File: src/common/epim_defs.svh
// Constants for the exception priority and interrupt map block.
// Operation
// - Software picks level 0..3 per configurable source.
// - All configurable levels reset to 0.
// - Reset, NMI, Hard Fault outrank everything configurable.
// - Lines 0..31 map to vectors 16..47.
// - SVC 11, Pendable_service_exception 14, System_tick_exception 15, programmable.
// - Brown-out line 0, watchdog line 1.
// - Port B pins 14/15 raise lines 2/3.
// - Port A/B changes line 4; C..F line 5.
// - PWM 0..3 vector 22, 4..7 vector 23.
// - Disabled lines pend; active survives disable.
// - Clear-pending never alters active state.
// - Handler fetched from table at address zero.
`ifndef EPIM_DEFS_SVH
`define EPIM_DEFS_SVH
`define EPIM_NUM_SRC 35
`define EPIM_NUM_IRQ 32
`define EPIM_IRQ_IDX_BASE 3
`define EPIM_IRQ_VEC_BASE 6'h10
`define EPIM_VEC_RESET 6'h01
`define EPIM_VEC_NMI 6'h02
`define EPIM_VEC_HARDFAULT 6'h03
`define EPIM_VEC_SVC 6'h0B
`define EPIM_VEC_PENDABLE_SERVICE_EXCEPTION 6'h0E
`define EPIM_VEC_SYSTEM_TICK_EXCEPTION 6'h0F
`define EPIM_VEC_LAST 6'h2F
`define EPIM_RANK_RESET 3'h0
`define EPIM_RANK_NMI 3'h1
`define EPIM_RANK_HARDFAULT 3'h2
`define EPIM_RANK_CFG_BASE 3'h3
`define EPIM_PRIO_RESET 2'h0
`define EPIM_TABLE_BASE 32'h00000000
`define EPIM_HOLDOFF 2'h2
`define EPIM_LINE_BROWNOUT 0
`define EPIM_LINE_WATCHDOG 1
`define EPIM_LINE_EXT_A 2
`define EPIM_LINE_EXT_B 3
`define EPIM_LINE_PORT_AB 4
`define EPIM_LINE_PORT_CDEF 5
`define EPIM_LINE_PWM_LOW 6
`define EPIM_LINE_PWM_HIGH 7
`define EPIM_LINE_TIMER0 8
`define EPIM_LINE_TIMER1 9
`define EPIM_LINE_TIMER2 10
`endif

File: src/common/epim_pkg.sv
// Types shared by the exception priority and interrupt map block.
package epim_pkg;
    typedef logic [5:0]  epim_vector_t;
    typedef logic [5:0]  epim_index_t;
    typedef logic [1:0]  epim_level_t;
    typedef logic [2:0]  epim_rank_t;
    typedef logic [34:0] epim_srcmask_t;
    typedef logic [69:0] epim_prio_t;
endpackage

File: src/design/epim_arbiter.sv
// Registered priority arbiter over the configurable sources.
`timescale 1ns/1ps
`include "epim_defs.svh"
module epim_arbiter (
    input  wire logic                   clk,
    input  wire logic                   reset,
    input  wire epim_pkg::epim_srcmask_t cand,
    input  wire epim_pkg::epim_prio_t   prio,
    output logic                        winValid,
    output epim_pkg::epim_index_t       winIndex,
    output epim_pkg::epim_level_t       winLevel
);
    typedef struct packed {
        logic                  valid;
        epim_pkg::epim_index_t index;
        epim_pkg::epim_level_t level;
    } epim_arb_state_t;

    epim_arb_state_t s;
    epim_arb_state_t next_s;

    always_comb
    begin
        next_s = '0;
        for (int i = 0; i < `EPIM_NUM_SRC; i++)
        begin
            if (cand[i] && (!next_s.valid || prio[2*i +: 2] < next_s.level))
            begin
                next_s.valid = 1'b1;
                next_s.index = 6'(i);
                next_s.level = prio[2*i +: 2];
            end
        end
    end

    always_ff @(posedge clk or posedge reset)
    begin
        if (reset)
            s <= '0;
        else
            s <= next_s;
    end

    assign winValid = s.valid;
    assign winIndex = s.index;
    assign winLevel = s.level;
endmodule

File: src/design/epim_controller.sv
// Exception prioritisation and peripheral interrupt mapping for the core.
`timescale 1ns/1ps
`include "epim_defs.svh"
module epim_controller (
    input  wire logic                    clk,
    input  wire logic                    reset,
    input  wire logic                    brownoutIrq,
    input  wire logic                    watchdogIrq,
    input  wire logic                    extPinIrqA,
    input  wire logic                    extPinIrqB,
    input  wire logic [15:0]             portAChange,
    input  wire logic [13:0]             portBChange,
    input  wire logic [15:0]             portCChange,
    input  wire logic [15:0]             portDChange,
    input  wire logic [15:0]             portEChange,
    input  wire logic [3:0]              portFChange,
    input  wire logic [7:0]              pwmChannelIrq,
    input  wire logic                    timerZeroIrq,
    input  wire logic                    timerOneIrq,
    input  wire logic                    timerTwoIrq,
    input  wire logic [20:0]             spareIrq,
    input  wire logic                    nmiReq,
    input  wire logic                    hardFaultReq,
    input  wire logic                    supervisorCallReq,
    input  wire logic                    pendableServiceSet,
    input  wire logic                    systemTickReq,
    input  wire logic [31:0]             swEnableSet,
    input  wire logic [31:0]             swEnableClear,
    input  wire epim_pkg::epim_srcmask_t swPendSet,
    input  wire epim_pkg::epim_srcmask_t swPendClear,
    input  wire logic                    prioWrite,
    input  wire epim_pkg::epim_index_t   prioIndex,
    input  wire epim_pkg::epim_level_t   prioLevel,
    input  wire logic                    excAccept,
    input  wire logic                    excReturn,
    input  wire epim_pkg::epim_vector_t  returnVector,
    output logic                         excValid,
    output epim_pkg::epim_vector_t       excVector,
    output epim_pkg::epim_rank_t         excRank,
    output logic [31:0]                  fetchAddr,
    output epim_pkg::epim_srcmask_t      pendingState,
    output epim_pkg::epim_srcmask_t      activeState,
    output logic [31:0]                  enableState
);
    typedef struct packed {
        logic [1:0]              syncA;
        logic [1:0]              syncB;
        epim_pkg::epim_srcmask_t pend;
        epim_pkg::epim_srcmask_t act;
        logic [31:0]             en;
        epim_pkg::epim_prio_t    prio;
        logic                    resetPend;
        logic                    nmiAct;
        logic                    hfAct;
        logic [1:0]              holdoff;
        logic                    valid;
        epim_pkg::epim_vector_t  vector;
        epim_pkg::epim_rank_t    rank;
        logic [31:0]             addr;
    } epim_state_t;

    epim_state_t s;
    epim_state_t next_s;
    logic                    winValid;
    epim_pkg::epim_index_t   winIndex;
    epim_pkg::epim_level_t   winLevel;
    epim_pkg::epim_srcmask_t cand;
    logic [31:0]             lines;

    function automatic epim_pkg::epim_vector_t idxToVec(
        input epim_pkg::epim_index_t idx);
        case (idx)
            6'h00: idxToVec = `EPIM_VEC_SVC;
            6'h01: idxToVec = `EPIM_VEC_PENDABLE_SERVICE_EXCEPTION;
            6'h02: idxToVec = `EPIM_VEC_SYSTEM_TICK_EXCEPTION;
            default: idxToVec = idx + 6'h0D;
        endcase
    endfunction

    function automatic epim_pkg::epim_index_t vecToIdx(
        input epim_pkg::epim_vector_t vec);
        case (vec)
            `EPIM_VEC_SVC: vecToIdx = 6'h00;
            `EPIM_VEC_PENDABLE_SERVICE_EXCEPTION: vecToIdx = 6'h01;
            `EPIM_VEC_SYSTEM_TICK_EXCEPTION: vecToIdx = 6'h02;
            default: vecToIdx = vec - 6'h0D;
        endcase
    endfunction

    // pending but inactive, disabled do not compete
    assign cand = s.pend & {s.en, 3'h7} & ~s.act;

    epim_arbiter arb (
        .clk      (clk),
        .reset    (reset),
        .cand     (cand),
        .prio     (s.prio),
        .winValid (winValid),
        .winIndex (winIndex),
        .winLevel (winLevel)
    );

    always_comb
    begin
        lines = {spareIrq, 11'h000};
        lines[`EPIM_LINE_BROWNOUT] = brownoutIrq;
        lines[`EPIM_LINE_WATCHDOG] = watchdogIrq;
        lines[`EPIM_LINE_EXT_A] = s.syncA[1];
        lines[`EPIM_LINE_EXT_B] = s.syncB[1];
        lines[`EPIM_LINE_PORT_AB] = (|portAChange) | (|portBChange);
        lines[`EPIM_LINE_PORT_CDEF] = (|portCChange) | (|portDChange)
            | (|portEChange) | (|portFChange);
        lines[`EPIM_LINE_PWM_LOW] = |pwmChannelIrq[3:0];
        lines[`EPIM_LINE_PWM_HIGH] = |pwmChannelIrq[7:4];
        lines[`EPIM_LINE_TIMER0] = timerZeroIrq;
        lines[`EPIM_LINE_TIMER1] = timerOneIrq;
        lines[`EPIM_LINE_TIMER2] = timerTwoIrq;
    end

    always_comb
    begin
        epim_pkg::epim_srcmask_t setMask;
        epim_pkg::epim_srcmask_t clrMask;
        epim_pkg::epim_srcmask_t accMask;
        setMask = '0;
        clrMask = '0;
        accMask = '0;
        next_s = s;
        next_s.syncA = {s.syncA[0], extPinIrqA};
        next_s.syncB = {s.syncB[0], extPinIrqB};
        next_s.en = (s.en & ~swEnableClear) | swEnableSet;
        if (prioWrite && prioIndex < 6'(`EPIM_NUM_SRC))
            next_s.prio[2*prioIndex +: 2] = prioLevel;
        if (excAccept && s.valid)
        begin
            next_s.holdoff = `EPIM_HOLDOFF;
            if (s.vector == `EPIM_VEC_RESET)
                next_s.resetPend = 1'b0;
            else if (s.vector == `EPIM_VEC_NMI)
                next_s.nmiAct = 1'b1;
            else if (s.vector == `EPIM_VEC_HARDFAULT)
                next_s.hfAct = 1'b1;
            else
                accMask[vecToIdx(s.vector)] = 1'b1;
        end
        else if (s.holdoff != 2'h0)
            next_s.holdoff = s.holdoff - 2'h1;
        setMask = ({lines, systemTickReq, pendableServiceSet,
            supervisorCallReq} & ~s.act) | swPendSet;
        clrMask = swPendClear | accMask;
        // A new event wins over a software pend clear in the same cycle, but not over the clear made by an accept.
        next_s.pend = (s.pend & ~clrMask) | (setMask & ~accMask);
        // only accept and return touch active
        next_s.act = s.act | accMask;
        if (excReturn)
        begin
            if (returnVector == `EPIM_VEC_NMI)
                next_s.nmiAct = 1'b0;
            else if (returnVector == `EPIM_VEC_HARDFAULT)
                next_s.hfAct = 1'b0;
            else if (returnVector >= `EPIM_VEC_SVC
                     && returnVector <= `EPIM_VEC_LAST)
                next_s.act[vecToIdx(returnVector)] = 1'b0;
        end
        next_s.valid = 1'b0;
        next_s.vector = '0;
        next_s.rank = '0;
        if (next_s.holdoff != 2'h0)
            next_s.valid = 1'b0;
        else if (s.resetPend)
        begin
            next_s.valid = 1'b1;
            next_s.vector = `EPIM_VEC_RESET;
            next_s.rank = `EPIM_RANK_RESET;
        end
        else if (nmiReq && !s.nmiAct)
        begin
            next_s.valid = 1'b1;
            next_s.vector = `EPIM_VEC_NMI;
            next_s.rank = `EPIM_RANK_NMI;
        end
        else if (hardFaultReq && !s.hfAct)
        begin
            next_s.valid = 1'b1;
            next_s.vector = `EPIM_VEC_HARDFAULT;
            next_s.rank = `EPIM_RANK_HARDFAULT;
        end
        else if (winValid && cand[winIndex])
        begin
            next_s.valid = 1'b1;
            next_s.vector = idxToVec(winIndex);
            next_s.rank = `EPIM_RANK_CFG_BASE + {1'b0, winLevel};
        end
        next_s.addr = `EPIM_TABLE_BASE + {24'h000000, next_s.vector, 2'h0};
    end

    always_ff @(posedge clk or posedge reset)
    begin
        if (reset)
        begin
            s <= '0;
            s.prio <= {`EPIM_NUM_SRC{`EPIM_PRIO_RESET}};
            s.resetPend <= 1'b1;
            s.addr <= `EPIM_TABLE_BASE;
        end
        else
            s <= next_s;
    end

    assign excValid = s.valid;
    assign excVector = s.vector;
    assign excRank = s.rank;
    assign fetchAddr = s.addr;
    assign pendingState = s.pend;
    assign activeState = s.act;
    assign enableState = s.en;
endmodule

File: config.mk
export PLATFORM = sky130hd
export DESIGN_NAME = epim_controller
export DESIGN_NICKNAME = d
export VERILOG_FILES = /design/src/common/epim_pkg.sv /design/src/design/epim_arbiter.sv /design/src/design/epim_controller.sv
export VERILOG_INCLUDE_DIRS = /design/src /design/src/common
export SDC_FILE = /design/constraint.sdc
export NUM_CORES = 1
export LEC_CHECK = 0
export BUFFER_PORTS_ARGS = -buffer_cell sky130_fd_sc_hd__buf_2
export CORE_ASPECT_RATIO = 0.7
export CORE_UTILIZATION = 26
export CTS_BUF_LIST = sky130_fd_sc_hd__clkbuf_2
export DETAILED_ROUTE_END_ITERATION = 16
export SYNTH_ARGS = -nofsm -noshare
export SYNTH_HDL_FRONTEND = slang
export SYNTH_SLANG_ARGS = --single-unit
File: constraint.sdc
create_clock -name clk -period 8.05 [get_ports clk]
set_input_delay 1.2075 -clock clk [delete_from_list [all_inputs] [get_ports clk]]
set_output_delay 1.2075 -clock clk [all_outputs]
set_load 0.005 [all_outputs]
## After elaboration in Yosys (flattened, before gate mapping)

Cells that the tools add are included.

- Bits in registers: 200
- Bits in latches: 0
- Memory bits (writable): 0
- ROM bits: 0
- Input port bits: 276
- Output and inout bits: 144
- Memories: 0

- Add/sub/neg operators: 6
- Multipliers: 0
- Divide/modulo/power cells: 0
- Order comparisons: 42
- Equal/unequal tests: 13
- Shift operators: 2
- Mux-type cells: 78
- Bitwise operators: 21
- Reduce and logical (&&, ||, !) cells: 124

Operators with widths:

| cell | number |
|---|---|
| $mux 9 | 36 |
| $mux 35 | 8 |
| $and 35x35->35 | 6 |
| $not 35->35 | 4 |
| $or 35x35->35 | 4 |
| $bwmux 70 | 1 |
| $shift 2x34->70 const A | 1 |
| $shiftx 2x34->70 | 1 |
| $lt 2x2->1 | 34 |
| $reduce_or 16->1 | 4 |
| $pmux 6 s3 | 3 |
| $mux 6 | 8 |
| $logic_and 1x1->1 | 42 |
| $mux 10 | 4 |
| $eq 6x4->1 const B | 6 |
| $logic_not 1->1 | 36 |
| $logic_or 1x1->1 | 34 |
| $neg 7->34 | 1 |
| $and 32x32->32 | 1 |
| $not 32->32 | 1 |
| $or 32x32->32 | 1 |
| $eq 6x2->1 const B | 5 |
| $lt 6x7->1 const B | 3 |
| $reduce_or 14->1 | 1 |
| 18 further kinds | 41 |

## Depth between registers and ports, before layout

Gate-level depths: netlist (run 1).

- Depth after elaboration: 139
- Depth in mapped cells: 27
- Gate-level depth less buffers: 27

## Cells and area by module

From an unflattened synthesis (run 1), not the netlist that was laid out.

- Cells, all modules: 1,884
- Area total of the unflattened synthesis: 15,583.7 µm²

Modules (own cells, without submodules):

| module | instances | cells each | area an instance (µm²) | seq. area each (µm²) |
|---|---|---|---|---|
| epim_controller | 1 | 1,125 | 10,845.4 | 4,780.8 |
| epim_arbiter | 1 | 759 | 4,738.3 | 225.2 |

## Worst setup path after synthesis (run 1)

OpenSTA, ideal clock, no wires.

- Path type: register to register
- From: register s, in the netlist activeState[0]
- To: register arb.s, in the netlist arb.winLevel[1]
- Arrival time: 5.567 ns
- Setup slack: 2.404 ns
- Cell stages (with the launch flop): 28
- Buffers on the path: 0
- Period minus slack after synthesis: 5.646 ns
- Path through: dfrtp_1 -> nor2b_2 -> and2_1 -> inv_1 -> ha_1 -> or3b_1 -> a31oi_1 -> a221o_2 -> a22oi_4 -> o211a_4 -> a211oi_2 -> o31ai_2 -> o21ai_0 -> nand2_1 -> a221o_1 -> o21ai_0 -> o21a_1 -> inv_1 -> ha_1 -> o21ai_0 -> o21bai_1 -> o211ai_2 -> mux2i_1 -> ha_1 -> nor2_1 -> o21bai_1 -> o41a_4 -> mux2i_1

RTL lines:

| what | RTL line | RTL |
|---|---|---|
| start: declaration | epim_controller.sv:62 | `epim_state_t s;` |
| start signal: assignment | epim_controller.sv:207 | `s <= next_s;` |
| end signal: assignment | epim_arbiter.sv:41 | `s <= next_s;` |
| end: declaration | epim_arbiter.sv:19 | `epim_arb_state_t s;` |

==> results of run 1 <==
flip-flops by register name, summed over array words and instances (netlist names):
register,cells
arb.winValid,1
s,75
enableState,32
lines,2
excValid,1
activeState,35
arb.winLevel,2
excRank,3
arb.winIndex,6
pendingState,35
fetchAddr,6
next_s,2
stage by stage:
| stage | setup slack, ns | std cells | hold slack (ns) |
|---|---|---|---|
| 2_1_floorplan | 1.39 | 1884 | 0.331 |
| 6_report | 1.30 | 2887 | 0.302 |
| 3_3_place_gp | 1.73 | 2853 | 0.336 |
| 5_1_grt | 0.973 | 2886 | 0.155 |
| 4_1_cts | 1.39 | 2885 | 0.186 |
| 3_5_place_dp | 1.50 | 2853 | 0.338 |
how the worst max path moves through the flow:
stage	startpoint	endpoint	slack [ns]	depth (start not counted)
3_3_place_gp	activeState[0]$_DFF_PP0_	arb.winIndex[4]$_DFF_PP0_	1.73	24
6_report	pendingState[0]$_DFF_PP0_	arb.winIndex[4]$_DFF_PP0_	1.30	27
2_1_floorplan	reset	activeState[0]$_DFF_PP0_	1.39	1
4_1_cts	pendingState[0]$_DFF_PP0_	arb.winIndex[4]$_DFF_PP0_	1.39	27
3_5_place_dp	pendingState[0]$_DFF_PP0_	arb.winIndex[4]$_DFF_PP0_	1.50	27
5_1_grt	pendingState[0]$_DFF_PP0_	arb.winIndex[2]$_DFF_PP0_	0.97	27
power breakdown:
part | internal [W] | switching, W
clock | 0.000124 | 0.000488
sequential | 0.00111 | 0.000141
combinational | 0.000384 | 0.000702
cell families (layout without fill, tap and decap cells):
group | count (synthesis) | after routing | share of synthesized area (%)
other | 1 | 28 | 0.0246
AOI/OAI and AO/OA | 511 | 511 | 24.6
adders and majority gates | 24 | 24 | 1.87
xor gates and xnor gates | 16 | 16 | 0.918
DFF | 200 | 200 | 32.8
buffers and inverters | 327 | 578 | 11.8
muxes | 51 | 51 | 4.48
and+or+nand+nor | 729 | 729 | 23.6
cell type report:
cell class	count	area share [%]
sequential	200	28.8
timing repair buffer	397	11.5
inverter	149	3.26
clock inverter	15	1.19
multi-input combinational	1357	49.3
clock buffer	17	0.490
antenna	2	0.0288
tap	750	5.40
critical path, delay by kind of cell, from the launching register on:
kind	cells	cell delay, ns
adders and majority gates	3	0.76
muxes	1	0.24
DFF	1	0.49
AOI/OAI and AO/OA	16	3.82
buffers and inverters	2	0.11
and+or+nand+nor	5	1.23
metal layers:
| metal | up-vias | GRT usage, % |
|---|---|---|
| li1 | 7109 | - |
| met1 | 7605 | 29.4 |
| met2 | 797 | 31.7 |
| met3 | 52 | 4.38 |
| met4 | 0 | 3.68 |
| met5 | - | 0 |
layout by cell type, fill, tap and decap left out, drive strengths merged, types with 15 or more instances in the layout:
cell type / instances
a221oi: 34
mux2: 38
nand4: 15
nor3: 55
nand3b: 29
and3: 25
a211oi: 29
conb: 26
nand3: 49
clkbuf: 17
nor4: 41
o21a: 18
a21oi: 94
inv: 157
a21o: 45
ha: 18
buf: 397
nor2: 231
nand2b: 26
nand2: 168
nor2b: 17
and2: 20
dfrtp: 199
a31oi: 30
o21ai: 98
==> flow_metrics.env, run 1 <==
export IMPL_power_per_cell_area_nw_per_um2=170
export IMPL_start_util_pct=26.6
export IMPL_crit_fanout=8
export IMPL_finalHoldViolations=0
export IMPL_r2r_cells=27
export IMPL_io_pins=420
export IMPL_cts_setup_buffers=0
export IMPL_tns_ns=0
export IMPL_yosysWarnings=0
export IMPL_routed_top_layer="met4"
export IMPL_hold_buffers=0
export IMPL_globalplace_congestion=0.972
export IMPL_dpl_instance_area_um2=17100
export IMPL_setup_viol=0
export IMPL_wl_met3_um=5570
export IMPL_cts_repair_resized=0
export IMPL_synth_top_flop_cell="dfrtp_1"
export IMPL_crit_required_ns=8.96
export IMPL_multi_input_comb_area_um2=8570
export IMPL_netlist_area_um2=15300
export IMPL_ys_seq_area_share_pct=32.8
export IMPL_crit_type="reg -> reg"
export IMPL_tightest_slew_ns=1.28
export IMPL_skew_ns=0.0847
export IMPL_via_per_inst=5.39
export IMPL_synth_top_area_share_pct=32.6
export IMPL_wl_met2_um=27000
export IMPL_drt_first_iter_violations=1692
export IMPL_cts_made_buffers=17
export IMPL_dieWidth_um=292
export IMPL_hold_depth=1
export IMPL_ys_seq_elements=200
export IMPL_regArea_um2=5010
export IMPL_finalPower_w=0.00295
export IMPL_peakVddDrop_uv=114
export IMPL_drt_met1_wl_um=28900
export IMPL_vias=15600
export IMPL_synth_area_top_cells="dfrtp_1 33%, buf_4 7.1%, nor2_1 5.7%"
export IMPL_rows=73
export IMPL_min_path_type="in -> reg"
export IMPL_post_dp_hpwl_um=51300
export IMPL_outcome="complete, no violations"
export IMPL_slowest_stage="dfrtp_1"
export IMPL_min_period_ns=6.75
export IMPL_htreeDepth=4
export IMPL_die_area_um2=59700
export IMPL_postRouteAntennaNets=0
export IMPL_synth_common_cells="231 x nor2_1, 199 x dfrtp_1, 168 x nand2_1"
export IMPL_critPathLaunchType="register"
export IMPL_clk_latency_ns=0.99
export IMPL_core_area_um2=57400
export IMPL_cts_root_buffer="clkbuf_2"
export IMPL_yosys_cell_count_top_type="nor2_1"
export IMPL_leakagePower_nw=7.77
export IMPL_overflow=0
export IMPL_ys_async_sr_fraction_pct=100
export IMPL_clk_pin_slew_ns=0.42
export IMPL_wirelength_um=62400
export IMPL_grt_pass1_vias=14700
export IMPL_hold_end="next_s[220]$_DFF_PP0_"
export IMPL_fmax_mhz=148
export IMPL_drv_slew=0
export IMPL_synth_area_leader_cell="dfrtp_1"
export IMPL_nets=2416
export IMPL_die_y_um=205
export IMPL_synth_edff_count=0
export IMPL_grtUsageTotal_pct=20.5
export IMPL_grt_pass1_wl_um=91800
export IMPL_drcViolationCount=0
export IMPL_worst_setup_path_end_kind="register"
export IMPL_yosysUniqueCellTypes=114
export IMPL_cp_arrival_ns=7.66
export IMPL_cts_tree="built"
export IMPL_antenna_found_initial=2
export IMPL_final_cell_area_um2=17400
export IMPL_first_pass_iters=9
export IMPL_max_slew_margin_rel_pct=14.0
export IMPL_post_synth_cell_area_avg_um2=8.21
export IMPL_holdCritStartpoint="extPinIrqB"
export IMPL_fillCellCount=6153
export IMPL_crit_reg2reg_launch="pendingState[0]$_DFF_PP0_"
export IMPL_r2r_setup_slack_ns=1.30
export IMPL_drive_gt1_share_pct=25.2
export IMPL_fin_crit_sh_pct=83.8
export IMPL_syn2layout_area_growth_pct=13.8
export IMPL_grt_max_degree=129
export IMPL_cts_buffer_depth=2
export IMPL_syn_inst=1859
export IMPL_timing_rr_end="arb.winIndex[4]$_DFF_PP0_"
export IMPL_clock_sinks=200
export IMPL_slowest_delay_ns=0.49
export IMPL_wire_per_inst_um=21.6
export IMPL_cap_violations=0
export IMPL_io_buffers=393
export IMPL_final_util_pct=30.3
export IMPL_rsz0062_at_grt="false"
No activity file was read; power rests on OpenSTA's default activity.
==> inputs of run 2 (changes only) <==
clock period = 6.4 ns   (was 8.05 ns; I/O delays follow)
==> run 2 against run 1 <==
Power is 26% higher; design area is 2.3% higher; final cell count is 1.4% higher; wire length is 0.42% higher; first-iteration DRC count is 3.9% lower; clock-buffer cell count stayed put; worst setup slack worse by 1.0 ns; register-to-register slack worse by 1.0 ns; via count is 0.79% higher; hold slack worse by 0.19 ns; critical path type unchanged.
==> flow_metrics.env, run 2 (synthesis results as in run 1) <==
export IMPL_clk_pin_slew_ns=0.39
export IMPL_holdCritStartpoint="swEnableSet[20]"
export IMPL_leakagePower_nw=7.95
export IMPL_switching_share_pct=44.6
export IMPL_rows=73
export IMPL_grt_pass1_vias=14700
export IMPL_crit_type="reg -> reg"
export IMPL_critPathTopFamily="compound AO/OA/AOI/OAI gates"
export IMPL_outcome="complete, no violations"
export IMPL_drive_gt1_share_pct=27.2
export IMPL_worstSetupStartpoint="activeState[0]$_DFF_PP0_"
export IMPL_nets=2456
export IMPL_clk_latency_ns=0.98
export IMPL_crit_reg2reg_launch="activeState[0]$_DFF_PP0_"
export IMPL_timing_rr_end="arb.winIndex[2]$_DFF_PP0_"
export IMPL_cts_tree="built"
export IMPL_top_register="s"
export IMPL_p_sw_w=0.00166
export IMPL_start_util_pct=26.6
export IMPL_postRouteAntennaNets=0
export IMPL_peakVddDrop_uv=114
export IMPL_endpoint="arb.winIndex[2]$_DFF_PP0_"
export IMPL_crit_required_ns=7.26
export IMPL_final_cell_mix="393 x buf_2, 231 x nor2_1, 199 x dfrtp_1"
export IMPL_critPathLaunchType="register"
export IMPL_antenna_found_initial=1
export IMPL_grtUsageTotal_pct=20.6
export IMPL_dieWidth_um=292
export IMPL_pre_cts_ws_ns=0.0185
export IMPL_final_common_cell="buf_2"
export IMPL_cpMostUsedCell="o31ai_2"
export IMPL_largest_reg_flops=75
export IMPL_cts_buffer_depth=2
export IMPL_wirelength_um=62700
export IMPL_clock_sinks=200
export IMPL_fmax_mhz=163
export IMPL_drt_first_iter_violations=1626
export IMPL_io_buffers=393
export IMPL_min_period_ns=6.13
export IMPL_power_internal_w=0.00205
export IMPL_io_pins=420
export IMPL_vias=15700
export IMPL_finalHoldViolations=0
export IMPL_crit_fanout=9
export IMPL_fin_crit_sh_pct=95.8
export IMPL_worst_setup_path_end_kind="register"
export IMPL_via_per_inst=5.36
export IMPL_setup_viol=0
export IMPL_first_pass_iters=7
export IMPL_grt_pass1_wl_um=92700
export IMPL_dp_cells=2885
export IMPL_cts_made_buffers=17
export IMPL_wire_per_inst_um=21.4
export IMPL_overflow=0
export IMPL_core_area_um2=57400
export IMPL_slowest_delay_ns=0.51
export IMPL_dpl_instance_area_um2=17300
export IMPL_cp_num_cells=26
export IMPL_final_util_pct=31.0
export IMPL_r2r_cells=26
export IMPL_p_clk_share_pct=19.5
export IMPL_die_area_um2=59700
export IMPL_htreeDepth=4
export IMPL_grt_max_degree=64
export IMPL_worstPathBufferInverterCount=2
export IMPL_power_combinational_fraction_pct=38.0
export IMPL_max_slew_margin_rel_pct=17.6
export IMPL_slowest_stage="dfrtp_1"
export IMPL_final_cell_area_um2=17800
export IMPL_globalplace_congestion=0.952
export IMPL_min_path_type="in -> reg"
export IMPL_cts_root_buffer="clkbuf_2"
export IMPL_seqPwrFrac_pct=42.4
export IMPL_final_cells=2927
export IMPL_drcViolationCount=0
export IMPL_drv_slew=0
export IMPL_r2r_setup_slack_ns=0.27
export IMPL_cap_violations=0
export IMPL_power_per_cell_area_nw_per_um2=209
export IMPL_syn2layout_area_growth_pct=16.4
export IMPL_die_y_um=205
export IMPL_tns_ns=0
export IMPL_skew_ns=0.0656
export IMPL_tightest_slew_ns=1.23
export IMPL_worst_slack_ns=0.270
export IMPL_post_dp_hpwl_um=51800
export IMPL_cp_arrival_ns=6.99
run 2: cell type report:
type / instances / area (um^2)
multi-input combinational: 1357 / 8680
sequential: 200 / 5010
clock buffer: 17 / 85.1
fill: 6081 / 39600
tap: 750 / 938
antenna: 2 / 5.00
clock inverter: 15 / 191
inverter: 149 / 563
timing repair buffer: 437 / 2300
run 2: power by group through the flow:
stage / logic (W) / registers [W] / clock network (W)
after floorplan: 0.000968 / 0.00151 / 0
after global placement: 0.00136 / 0.00159 / 0
after detailed placement: 0.00136 / 0.00159 / 0
after CTS: 0.00137 / 0.00157 / 0.000742
after global routing: 0.00153 / 0.00159 / 0.000800
final: 0.00141 / 0.00158 / 0.000725
run 2: timing repair:
item | 4_1_cts | 5_1_grt
hold buffers | 0 | 2
buffers inserted | 0 | 6
setup endpoints to repair | 5 | 8
gates resized for setup | 4 | 20
gates cloned | 0 | 0
hold endpoints to repair | 0 | 2
pin swaps | 0 | 11
run 2: through the flow:
| stage | hold slack [ns] | total power, W |
|---|---|---|
| floorplan | 0.331 | 0.00248 |
| global route | 0.00827 | 0.00392 |
| detailed placement | 0.340 | 0.00295 |
| global placement | 0.336 | 0.00294 |
| finish | 0.111 | 0.00371 |
| CTS | 0.0151 | 0.00368 |
run 2: worst min path at each step:
stage	to	slack, ns	cells after the start
detailed placement	lines[2]$_DFF_PP0_	0.34	0
global route	enableState[23]$_DFF_PP0_	0.008	2
finish	enableState[20]$_DFF_PP0_	0.11	2
floorplan	lines[2]$_DFF_PP0_	0.33	0
global placement	lines[3]$_DFF_PP0_	0.34	0
CTS	next_s[222]$_DFF_PP0_	0.02	1
run 2: layer usage:
layer | GRT usage, % | up-vias | part of all wire (%)
met3 | 4.85 | 43 | 8.9
li1 | - | 7164 | -
met4 | 3.38 | 0 | 1.0
met2 | 30.4 | 763 | 42
met5 | 0 | - | 0
met1 | 30.5 | 7716 | 48
==> inputs of run 3 (changes only) <==
BUFFER_PORTS_ARGS = not set   (was -buffer_cell sky130_fd_sc_hd__buf_2)
CTS_CLUSTER_DIAMETER = 80   (was not set)
DONT_BUFFER_PORTS = 1   (was not set)
MAX_ROUTING_LAYER = met4   (was not set)
==> run 3 against run 2 <==
Clock skew increased by 0.018 ns; critical path type unchanged; utilization is 3.0 points lower; hold slack got worse by 0.055 ns; sequential cell count did not move; clock-buffer cell count stayed put; power fell by 3.9%; first-iteration DRC count down 1.0%; critical path depth is the same.
==> flow_metrics.env, run 3 (synthesis results as in run 1) <==
export IMPL_outcome="complete, no violations"
export IMPL_wire_per_inst_um=24.0
export IMPL_slowest_stage="dfrtp_2"
export IMPL_clock_sinks=200
export IMPL_wirelength_um=61400
export IMPL_min_path_type="in -> reg"
export IMPL_fillCellCount=6173
export IMPL_crit_reg2reg_launch="pendingState[0]$_DFF_PP0_"
export IMPL_rsz0062_at_grt="false"
export IMPL_grtUsageTotal_pct=20.6
export IMPL_overflow=0
export IMPL_via_per_inst=5.66
export IMPL_worstSetupStartpoint="pendingState[0]$_DFF_PP0_"
export IMPL_cpMostUsedCell="ha_1"
export IMPL_leakagePower_nw=6.50
export IMPL_core_area_um2=57400
export IMPL_cts_root_buffer="clkbuf_2"
export IMPL_endpoint="arb.winLevel[0]$_DFF_PP0_"
export IMPL_max_slew_margin_rel_pct=22.9
export IMPL_grt_pass1_wl_um=89200
export IMPL_cts_buffer_depth=2
export IMPL_cts_tree="built"
export IMPL_crit_fanout=5
export IMPL_crit_required_ns=7.30
export IMPL_clk_latency_ns=1.03
export IMPL_critPathLaunchType="register"
export IMPL_worst_setup_path_end_kind="register"
export IMPL_skew_ns=0.0837
export IMPL_tightest_slew_ns=1.15
export IMPL_vias=14500
export IMPL_cts_made_buffers=17
export IMPL_setup_viol=0
export IMPL_r2r_setup_slack_ns=0.23
export IMPL_final_cell_area_um2=16100
export IMPL_io_buffers=0
export IMPL_peakVddDrop_uv=152
export IMPL_top_register="s"
export IMPL_syn2layout_area_growth_pct=5.29
export IMPL_fin_crit_sh_pct=96.5
export IMPL_io_pins=420
export IMPL_clk_pin_slew_ns=0.39
export IMPL_htreeDepth=4
export IMPL_final_util_pct=28.0
export IMPL_finalHoldWorstSlack_ns=0.0562
export IMPL_pre_cts_ws_ns=0.118
export IMPL_antenna_found_initial=2
export IMPL_drcViolationCount=0
export IMPL_cp_arrival_ns=7.07
export IMPL_dpl_instance_area_um2=15400
export IMPL_r2r_cells=26
export IMPL_nets=2089
export IMPL_final_common_cell="nor2_1"
export IMPL_grt_pass1_vias=13400
export IMPL_postRouteAntennaNets=0
export IMPL_fmax_mhz=162
export IMPL_die_area_um2=59700
export IMPL_drt_first_iter_violations=1609
export IMPL_tns_ns=0
export IMPL_post_dp_hpwl_um=50300
export IMPL_timing_rr_end="arb.winLevel[0]$_DFF_PP0_"
export IMPL_globalplace_congestion=1.00
export IMPL_min_period_ns=6.17
export IMPL_cap_violations=0
export IMPL_grt_max_degree=118
export IMPL_die_y_um=205
export IMPL_rows=73
export IMPL_worst_slack_ns=0.227
export IMPL_dieWidth_um=292
export IMPL_slowest_delay_ns=0.50
export IMPL_drv_slew=0
export IMPL_final_cell_mix="231 x nor2_1, 198 x dfrtp_1, 168 x nand2_1"
export IMPL_crit_type="reg -> reg"
export IMPL_start_util_pct=26.6
export IMPL_largest_reg_flops=75
export IMPL_power_per_cell_area_nw_per_um2=222
export IMPL_finalHoldViolations=0
export IMPL_first_pass_iters=8
export IMPL_drive_gt1_share_pct=11.3
run 3: final cells by class:
type / count / area, um^2 / share of cell area [%]
Antenna cell: 3 / 7.51 / 0.0467
Clock buffer: 17 / 85.1 / 0.529
Inverter: 149 / 563 / 3.50
Clock inverter: 15 / 200 / 1.25
Tap cell: 750 / 938 / 5.84
Sequential cell: 200 / 5010 / 31.2
Timing Repair Buffer: 70 / 591 / 3.68
Multi-Input combinational cell: 1357 / 8680 / 54.0
run 3: through the flow:
step                cells  power, W
floorplan            1884   0.00248
global placement     2498   0.00277
detailed placement   2498   0.00278
CTS                  2551   0.00353
global route         2560   0.00373
finish               2561   0.00356
run 3: power by group:
| part | switching, W | leakage, nW | internal [W] |
|---|---|---|---|
| Clock | 0.000595 | 0.159 | 0.000148 |
| Combinational | 0.000821 | 3.90 | 0.000400 |
| Sequential | 0.000203 | 2.44 | 0.00140 |
| Total | 0.00162 | 6.50 | 0.00195 |
run 3: worst max-delay path: cells and delay by family (launching register included):
family	cells	cell delay (ns)
AO/OA/AOI/OAI	15	3.50
AND/OR/NAND/NOR	4	0.88
adder cells (fa/ha/maj)	3	0.72
flip-flops	1	0.50
buffers and inverters	3	0.25
multiplexers	1	0.20
run 3: worst min-delay path by stage:
stage	end	slack (ns)	start	cells after the start
after floorplan	lines[2]$_DFF_PP0_	0.33	next_s[222]$_DFF_PP0_	0
after global placement	lines[2]$_DFF_PP0_	0.33	next_s[222]$_DFF_PP0_	0
after detailed placement	lines[2]$_DFF_PP0_	0.34	next_s[222]$_DFF_PP0_	0
after CTS	enableState[19]$_DFF_PP0_	0.0009	swEnableSet[19]	1
after global routing	enableState[16]$_DFF_PP0_	0.02	swEnableSet[16]	1
final	enableState[23]$_DFF_PP0_	0.06	swEnableSet[23]	1
run 3: timing repair:
item                                    CTS  global route
gates resized for setup                   0            23
hold buffers                             21             0
endpoints found under the setup margin    0             8
hold endpoints to repair                 32             0
buffers inserted                          0             7
run 3: per-layer routing:
layer	track usage [%]	vias up	part of all wire, %
met5	-	-	0
met4	4.51	0	1.7
met3	4.27	67	10
met2	28.8	834	41
met1	30.0	7141	47
li1	-	6443	-
